[config.mk]
export PLATFORM = sky130hd
export DESIGN_NAME = bcs_branch_shift
export DESIGN_NICKNAME = d
export VERILOG_FILES = /design/src/bcs_pkg.sv /design/src/bcs_shift_unit.sv /design/src/bcs_branch_shift.sv
export SDC_FILE = /design/constraint.sdc
export NUM_CORES = 1
export LEC_CHECK = 0
export BUFFER_PORTS_ARGS = -buffer_cell sky130_fd_sc_hd__buf_2
export CELL_PAD_IN_SITES_DETAIL_PLACEMENT = 0
export CELL_PAD_IN_SITES_GLOBAL_PLACEMENT = 1
export CORE_ASPECT_RATIO = 0.6
export CORE_UTILIZATION = 23
export DETAILED_ROUTE_END_ITERATION = 12
export GPL_TIMING_DRIVEN = 0
export MAX_ROUTING_LAYER = met4
export PLACE_DENSITY = 0.64
export SYNTH_ARGS = -nofsm -noshare
export SYNTH_HDL_FRONTEND = slang
export SYNTH_SLANG_ARGS = --single-unit
[constraint.sdc]
create_clock -name clk -period 1.92 [get_ports clk]
set_input_delay 0.384 -clock clk [delete_from_list [all_inputs] [get_ports clk]]
set_output_delay 0.384 -clock clk [all_outputs]
set_load 0.1 [all_outputs]
[src/bcs_pkg.sv]
package bcs_pkg;

  // operation select from the decoder, one-hot codes written out
  typedef enum logic [4:0] {
    BCS_OP_NONE    = 5'h00,
    BCS_OP_BRANCH  = 5'h01,
    BCS_OP_SHIFT   = 5'h02
  } bcs_class_e;

  // branch condition codes
  localparam logic [3:0] COND_UNSIGNED_GE = 4'h0;
  localparam logic [3:0] COND_UNSIGNED_LT = 4'h1;
  localparam logic [3:0] COND_NEGATIVE = 4'h2;
  localparam logic [3:0] COND_NONNEGATIVE = 4'h3;
  localparam logic [3:0] COND_SIGNED_GE = 4'h4;
  localparam logic [3:0] COND_SIGNED_LT = 4'h5;
  localparam logic [3:0] COND_HALF_SET = 4'h6;
  localparam logic [3:0] COND_HALF_CLEAR = 4'h7;
  localparam logic [3:0] COND_TBIT_SET = 4'h8;
  localparam logic [3:0] COND_TBIT_CLEAR = 4'h9;
  localparam logic [3:0] COND_OVF_SET = 4'hA;
  localparam logic [3:0] COND_OVF_CLEAR = 4'hB;
  localparam logic [3:0] COND_IRQ_ENABLED = 4'hC;
  localparam logic [3:0] COND_IRQ_DISABLED = 4'hD;

  // single register operation codes
  localparam logic [2:0] SOP_SHIFT_LEFT_LOGICAL = 3'h0;
  localparam logic [2:0] SOP_SHIFT_RIGHT_LOGICAL = 3'h1;
  localparam logic [2:0] SOP_ROTATE_LEFT_CARRY = 3'h2;
  localparam logic [2:0] SOP_ROTATE_RIGHT_CARRY = 3'h3;
  localparam logic [2:0] SOP_SHIFT_RIGHT_ARITH = 3'h4;
  localparam logic [2:0] SOP_SWAP_NIBBLES = 3'h5;

  // status flag bit positions
  localparam int FLAG_C = 0;
  localparam int FLAG_Z = 1;
  localparam int FLAG_N = 2;
  localparam int FLAG_V = 3;
  localparam int FLAG_S = 4;
  localparam int FLAG_H = 5;
  localparam int FLAG_T = 6;
  localparam int FLAG_I = 7;

  localparam int PC_W = 16;
  localparam logic [PC_W-1:0] PC_RESET = 16'h0000;
  localparam logic [7:0] FLAGS_RESET = 8'h00;
  localparam logic [7:0] DATA_RESET = 8'h00;
  localparam logic [1:0] TAKEN_CYCLES = 2'h2;

  // decoded instruction as it arrives from the decoder
  typedef struct packed {
    logic valid;
    logic isBranch;
    logic [3:0] cond;
    logic [2:0] sop;
    logic [6:0] offset;
    logic [PC_W-1:0] pc;
    logic [7:0] rd;
  } bcs_instr_s;

  // result handed back to pc, register file and status register
  typedef struct packed {
    logic pcLoad;
    logic [PC_W-1:0] pcTarget;
    logic flush;
    logic rdWrite;
    logic [7:0] rdValue;
    logic flagWrite;
    logic [7:0] flagsNew;
  } bcs_result_s;

endpackage

[src/bcs_shift_unit.sv]
`timescale 1ns/1ps
`default_nettype none
// combinational shift, rotate and swap core with flag results
module bcs_shift_unit
  import bcs_pkg::*;
(
  input wire logic [2:0] sop,
  input wire logic [7:0] rd,
  input wire logic [7:0] flagsIn,
  output logic [7:0] result,
  output logic [7:0] flagsOut,
  output logic changesFlags
);

  // value and carry out per operation, flags derived afterwards
  always_comb begin
    logic [7:0] r;
    logic c;
    logic n;
    logic v;
    r = rd;
    n = 1'b0;
    v = 1'b0;
    c = flagsIn[FLAG_C];
    flagsOut = flagsIn;
    changesFlags = 1'b1;
    case (sop)
      SOP_SHIFT_LEFT_LOGICAL: begin
        r = {rd[6:0], 1'b0};
        c = rd[7];
        flagsOut[FLAG_H] = rd[3];
      end
      SOP_SHIFT_RIGHT_LOGICAL: begin
        r = {1'b0, rd[7:1]};
        c = rd[0];
      end
      SOP_ROTATE_LEFT_CARRY: begin
        r = {rd[6:0], flagsIn[FLAG_C]};
        c = rd[7];
        flagsOut[FLAG_H] = rd[3];
      end
      SOP_ROTATE_RIGHT_CARRY: begin
        r = {flagsIn[FLAG_C], rd[7:1]};
        c = rd[0];
      end
      SOP_SHIFT_RIGHT_ARITH: begin
        r = {rd[7], rd[7:1]};
        c = rd[0];
      end
      SOP_SWAP_NIBBLES: begin
        r = {rd[3:0], rd[7:4]};
        changesFlags = 1'b0;
      end
      default: begin
        changesFlags = 1'b0;
      end
    endcase
    // overflow is n xor c for every shift form here
    n = r[7];
    v = n ^ c;
    if (changesFlags) begin
      flagsOut[FLAG_C] = c;
      flagsOut[FLAG_Z] = (r == 8'h00);
      flagsOut[FLAG_N] = n;
      flagsOut[FLAG_V] = v;
      flagsOut[FLAG_S] = n ^ v;
    end
    result = r;
  end

endmodule // bcs_shift_unit
`default_nettype wire

[src/bcs_branch_shift.sv]
`timescale 1ns/1ps
`default_nettype none
// Notes on behaviour
// - unsigned branches test carry, target pc+k+1
// - sign branches test negative, flags untouched
// - signed branches test negative xor overflow
// - half-carry branches test half-carry flag
// - transfer-bit branches test stored t flag
// - overflow branches test overflow, flags untouched
// - interrupt branches test global enable flag
// - shift left logical, clear bit0, flags
// - shift right logical, clear bit7, flags
// - rotate left: old carry into bit0
// - rotate right: old carry into bit7
// - arithmetic shift: bits 0-6 from above
// - nibble swap, single cycle, no flags
////////////////////////////////////////////////////////////////////
// how the unit sits in the core
// - the decoder offers one instruction a cycle on instr, qualified by valid
// - an instruction is taken on a rising edge with valid high and busy low
// - pcLoad, flush, rdWrite and flagWrite rise at the taking edge and show in the cycle after it, as one-cycle pulses
// - pcTarget, rdValue and flagsNew hold until the next instruction updates them
// - a taken branch raises pcLoad and flush together, then busy blocks
//   the word fetched behind it, which the unit ignores in full
// - a branch reads flagsIn as it stands in its own cycle; a shift's flags
//   reach the status register one edge after the shift, so the decoder must
//   not issue a dependent branch in the cycle right behind the shift
// - undefined condition codes never branch and undefined shift codes hand
//   the operand back unchanged without touching the flags
// - nothing here is buffered: the unit keeps no copy of an instruction
//   beyond the cycle in which it is taken
// - reset is asynchronous; every output clears at once and the first
//   instruction may be offered at the first edge after release
////////////////////////////////////////////////////////////////////
module bcs_branch_shift
  import bcs_pkg::*;
(
  input wire logic clk,
  input wire logic rst,
  input wire bcs_instr_s instr,
  input wire logic [7:0] flagsIn,
  output bcs_result_s result,
  output logic busy
);

  ////////////////////////////////////////////////////////////////////
  // condition decode, used for the branch decision
  // codes come in pairs, each pair testing one condition for both of its values,
  // so flipping the low code bit inverts the decision for codes 0 to 13
  // the signed pair is the only one built from two flags: a signed compare
  // has to see past an overflow of the subtraction that set them
  function automatic logic condMet(input logic [3:0] cond, input logic [7:0] f);
    case (cond)
      COND_UNSIGNED_GE: condMet = ~f[FLAG_C];
      COND_UNSIGNED_LT: condMet = f[FLAG_C];
      COND_NEGATIVE: condMet = f[FLAG_N];
      COND_NONNEGATIVE: condMet = ~f[FLAG_N];
      COND_SIGNED_GE: condMet = ~(f[FLAG_N] ^ f[FLAG_V]);
      COND_SIGNED_LT: condMet = f[FLAG_N] ^ f[FLAG_V];
      COND_HALF_SET: condMet = f[FLAG_H];
      COND_HALF_CLEAR: condMet = ~f[FLAG_H];
      COND_TBIT_SET: condMet = f[FLAG_T];
      COND_TBIT_CLEAR: condMet = ~f[FLAG_T];
      COND_OVF_SET: condMet = f[FLAG_V];
      COND_OVF_CLEAR: condMet = ~f[FLAG_V];
      COND_IRQ_ENABLED: condMet = f[FLAG_I];
      COND_IRQ_DISABLED: condMet = ~f[FLAG_I];
      default: condMet = 1'b0; // undefined codes never branch
    endcase
  endfunction

  // sign-extended relative target, shared by every branch form
  // the sum wraps at the top of the 16-bit space on purpose, as the program
  // counter does, so a backward jump from address 0 lands near the end
  function automatic logic [PC_W-1:0] relTarget(input logic [PC_W-1:0] pc,
                                                input logic [6:0] k);
    relTarget = pc + {{(PC_W-7){k[6]}}, k} + 16'h0001;
  endfunction

  ////////////////////////////////////////////////////////////////////
  // state machine: a taken branch owns a second cycle
  // idle takes a new instruction every cycle; taken lasts exactly one cycle
  // and refuses whatever is offered, which is the word fetched too early
  typedef enum logic [1:0] {
    ST_IDLE = 2'b01,
    ST_TAKEN = 2'b10
  } bcs_state_e;

  bcs_state_e state_ff; // current state
  bcs_state_e nxt_state; // next state
  logic branchTaken; // branch request with condition met
  logic accept; // instruction accepted this cycle
  logic [7:0] shResult; // shift unit data
  logic [7:0] shFlags; // shift unit flags
  logic shFlagsChange; // shift unit writes status
  logic shiftAccept; // single-register operation taken this cycle
  logic shiftFlagWrite; // that operation also writes the status flags

  // the second cycle of a taken branch refuses new input
  assign accept = instr.valid && (state_ff == ST_IDLE);
  assign branchTaken = accept && instr.isBranch && condMet(instr.cond, flagsIn);

  // a taken shift, rotate or swap: the only thing that writes rd and flags
  assign shiftAccept = accept && !instr.isBranch;
  assign shiftFlagWrite = shiftAccept && shFlagsChange;

  // pure logic; it sees the operand in the cycle it is offered
  bcs_shift_unit bcs_shift_unit_i (
    .sop(instr.sop),
    .rd(instr.rd),
    .flagsIn(flagsIn),
    .result(shResult),
    .flagsOut(shFlags),
    .changesFlags(shFlagsChange)
  );

  // next state logic
  always_comb begin
    nxt_state = state_ff;
    case (state_ff)
      ST_IDLE: begin
        // a false condition or a shift stays here: one cycle each
        if (branchTaken) begin
          nxt_state = ST_TAKEN;
        end
      end
      ST_TAKEN: begin
        // the discard cycle never lasts longer than one edge
        nxt_state = ST_IDLE;
      end
      default: begin
        // an illegal code falls back to idle rather than lock up
        nxt_state = ST_IDLE;
      end
    endcase
  end

  // state register
  always_ff @(posedge clk or posedge rst) begin
    if (rst) begin
      state_ff <= ST_IDLE;
    end else begin
      state_ff <= nxt_state;
    end
  end

  ////////////////////////////////////////////////////////////////////
  // busy: stalls the decoder during the discard cycle
  // it mirrors the taken state, kept as its own flop so the port is registered
  always_ff @(posedge clk or posedge rst) begin
    if (rst) begin
      busy <= 1'b0;
    end else begin
      busy <= branchTaken;
    end
  end

  // redirect pulse: one cycle, only for a taken branch
  always_ff @(posedge clk or posedge rst) begin
    if (rst) begin
      result.pcLoad <= 1'b0;
    end else begin
      result.pcLoad <= branchTaken;
    end
  end

  // flush pulse: marks the already fetched word as discarded
  always_ff @(posedge clk or posedge rst) begin
    if (rst) begin
      result.flush <= 1'b0;
    end else begin
      result.flush <= branchTaken;
    end
  end

  // redirect target, held between branches
  always_ff @(posedge clk or posedge rst) begin
    if (rst) begin
      result.pcTarget <= PC_RESET;
    end else if (branchTaken) begin
      // not-taken branches and shifts leave the last target alone
      result.pcTarget <= relTarget(instr.pc, instr.offset);
    end
  end

  // register write pulse for every taken shift, rotate or swap
  always_ff @(posedge clk or posedge rst) begin
    if (rst) begin
      result.rdWrite <= 1'b0;
    end else begin
      result.rdWrite <= shiftAccept;
    end
  end

  // new register value, held until the next single-register operation
  always_ff @(posedge clk or posedge rst) begin
    if (rst) begin
      result.rdValue <= DATA_RESET;
    end else if (shiftAccept) begin
      result.rdValue <= shResult;
    end
  end

  // flag write pulse; branches and the swap never raise it
  always_ff @(posedge clk or posedge rst) begin
    if (rst) begin
      result.flagWrite <= 1'b0;
    end else begin
      result.flagWrite <= shiftFlagWrite;
    end
  end

  // full status image; flags an operation does not touch keep flagsIn, so
  // the status register can load all eight bits without a mask
  always_ff @(posedge clk or posedge rst) begin
    if (rst) begin
      result.flagsNew <= FLAGS_RESET;
    end else if (shiftAccept) begin
      result.flagsNew <= shFlags;
    end
  end

endmodule // bcs_branch_shift
`default_nettype wire

==> reports/results.tsv <==
stage	metric	value	unit
cts	clock-root-buffer	clkbuf_16	
worst_setup_path	path_depth	11	
flow_run	max_cap_viol_count	0	
final_layout	drive_gt1_share	41.8	%
timing	final_hold_viol_count	0	
timing	rsz0062_at_grt	yes	
detailed_routing	drt_iter0_drc	136	
cts	cts_tree	built	
global_routing	grt_pass1_wl	13200	um
synth	synth-seq-cells	37	
detailed_routing	dr.pass1.iters	4	
worst_setup_path	crit_required	2.08	ns
final_layout	fin_area	0.00373	mm2
place	placed_cell_area	0.00333	mm2
worst_setup_path	path_class	in -> reg	
floorplan	die_y	84.6	um
synth	avgSynthCellArea	9.12	um2
floorplan	initial_core_util	24.2	%
global_routing	grt_pass1_vias	2422	
cts	insertion_delay	0.28	ns
worst_setup_path	crit_slowest_cell	fa_2	
timing	fin_crit_sh	110	%
floorplan	ios	87	
timing	fin_ws	-0.201	ns
worst_setup_path	startpoint	instr[8]	
run_status	run_status	finished with violations	
final_layout	nets	453	
detailed_routing	wire_per_inst	15.4	um
power	leakage	1.76	nW
synth	synth.cell_area	0.00262	mm2
timing	fmax	471	MHz
place	pre_cts_slack	-0.792	ns
run_status	violations	negative setup slack	
place	port_buffers	83	
global_routing	grt_max_degree	38	
cts	htreeDepth	2	
timing	fin_worst_skew	0.00377	ns
cts	cts_sinks	37	
power	powerDensity	1250	mW/mm2
detailed_routing	drcViolationCount	0	
cts	cts.path.max_buffers	2	
worst_setup_path	critical_path.max_stage_delay	0.34	ns
worst_setup_path	path_cells	buf_8, inv_12, ha_4, inv_2, fa_2, a211oi_2, o21ai_2, o31ai_4, o311ai_2, xor2_1, mux2_4	
global_routing	overflow	0	
floorplan	die_w	140	um
worst_setup_path	r2r-start	state_ff[0]	
global_routing	antenna_found_initial	0	
worst_setup_path	end_kind	flop	
timing	worstMarginPinSlew	0.822	ns
timing	slew_headroom	45.1	%
worst_setup_path	reg2regPathDepth	7	
cts	ctsHoldBuffers	0	
synth	synth-edff-count	0	
worst_setup_path	critical_path_buf_inv_count	3	
place	dpl.hpwl	6320	um
detailed_routing	viasPerCell	4.77	
timing	setup_viol	5	
cts	path_clk_slew	0.06	ns
floorplan	std_cell_rows	29	
detailed_routing	vias	2512	
worst_setup_path	cp_top_family	compound AO/OA/AOI/OAI gates	
synth	synth-seq-area-share	35.4	%
worst_setup_path	cp_max_fo	2	
floorplan	dieArea	0.0118	mm2
final_layout	num_antenna_cells	0	
synth	synth_cell_types	58	
synth	postSynthCellCount	287	
place	place.gp.congestion	0.854	
global_routing	track_usage	14.7	%
cts	cts-buffers-inserted	5	
worst_setup_path	rrSetupSlack	0.22	ns
floorplan	core	0.0108	mm2
power	peakVddDrop	0.916	mV
synth	synth_nets	353	
detailed_routing	drt-total-wl	8110	um
final_layout	syn2layout_area_growth	42.5	%
timing	finalMaxSlewViolations	0	
timing	fin_crit	2.12	ns
synth	synth_warnings	0	
worst_setup_path	startpoint_type	input pin	
hold_path	worstHoldPathType	in -> async	
synth	synth-async-reset-ratio	100	%
synth	synthFlopType	dfrtp_1	
worst_setup_path	cp_data_arrival_time	2.28	ns
detailed_routing	ant_nets	0	
[layout make-up]
| cell class | instances | area (um2) |
|---|---|---|
| Tap cell | 139 | 174 |
| Clock inverter | 3 | 17.5 |
| Buffer | 12 | 80.1 |
| Inverter | 12 | 75.1 |
| Clock buffer | 5 | 125 |
| Sequential cell | 37 | 927 |
| Timing Repair Buffer | 95 | 573 |
| Multi-Input combinational cell | 224 | 1760 |
| Fill cell | 1139 | 7090 |
[worst reg2reg max path: cells and delay by family (launching register included)]
family / cells / cell delay (ns)
AOI/OAI and AO/OA: 2 / 0.29
buffers and inverters: 2 / 0.23
DFF: 1 / 0.52
and+or+nand+nor: 3 / 0.55
[what timing repair did]
action                     4_1_cts  5_1_grt
setup buffers                   10        2
setup endpoints to repair        9       22
pin swaps                       15        6
gates resized for setup         35       13
cloned                           0        0
[Yosys cell counts, types with 3 or more instances]
| master | number | area, um2 |
|---|---|---|
| dfrtp_1 | 36 | 901 |
| nand2_1 | 32 | 120 |
| o21ai_0 | 28 | 140 |
| a21oi_1 | 23 | 115 |
| nor2_1 | 16 | 60.1 |
| ha_1 | 15 | 188 |
| inv_1 | 11 | 41.3 |
| mux2_2 | 11 | 124 |
| clkbuf_1 | 9 | 33.8 |
| xor2_1 | 9 | 78.8 |
| mux2i_1 | 8 | 80.1 |
| a211oi_1 | 6 | 45.0 |
| a21o_1 | 6 | 45.0 |
| nand2b_1 | 6 | 37.5 |
| xnor2_1 | 6 | 52.6 |
| nor2b_1 | 4 | 25.0 |
| or3_1 | 4 | 25.0 |
| a22o_1 | 3 | 26.3 |
| nand3b_1 | 3 | 22.5 |
| o311ai_0 | 3 | 26.3 |
[per-stage QoR]
step	util, %	setup TNS, ns	power [mW]	hold slack, ns	cells
2_1_floorplan	-	-1.46	3.28	0.489	287
3_3_place_gp	30.8	-7.04	3.75	0.459	509
3_5_place_dp	30.8	-6.96	3.76	0.465	509
4_1_cts	34.1	-0.674	4.69	0.294	526
5_1_grt	34.5	-1.12	4.87	0.350	527
6_report	34.5	-0.770	4.65	0.261	527
[layout by cell type (no fill, tap or decap), types with 4 or more instances in the layout]
master,synthesis,routed
nand2b_1,6,6
inv_1,11,6
a21oi_2,0,4
mux2_4,0,9
nor2_1,16,16
dfrtp_1,36,36
o21ai_0,28,23
xnor2_1,6,6
clkbuf_16,0,5
mux2i_1,8,8
xor2_1,9,9
buf_2,0,76
ha_2,0,4
ha_1,15,9
clkbuf_1,9,5
buf_4,2,12
nand2_1,32,32
a21o_1,6,6
buf_6,2,7
a21oi_1,23,19
[layer usage]
layer	vias up	global-route usage (%)	wire, um	part of all wire (%)
li1	1246	-	-	-
met1	1176	22.8	4380	54
met2	86	18.8	3120	38
met3	4	3.82	581	7.2
met4	0	2.10	27	0.33
met5	-	-	0	0
[sequential cells by signal, summed over array words and instances (netlist names)]
signal,flops
result,35
state_ff,2
[path summary, 6_finish.rpt]
| check | to |
|---|---|
| min in group clk | result[7] |
| max | result[33] |
| max reg2reg | result[31] |
| min | result[16] |
| min reg2reg | result[16] |
| max in group asynchronous | result[32] |
[logic make-up after synthesis]
group	Yosys count	share of synthesized area (%)
AOI/OAI and AO/OA	90	21.8
xor gates and xnor gates	16	5.93
adders and majority gates	16	7.94
buffers and inverters	26	4.83
DFF	37	35.4
muxes	19	7.80
and+or+nand+nor	83	16.3
[power by group]
part,internal (mW),switching [mW],total [mW]
Sequential,0.996,0.128,1.12
Combinational,0.605,2.11,2.72
Clock,0.476,0.332,0.809
No activity file was read; power rests on OpenSTA's default activity.
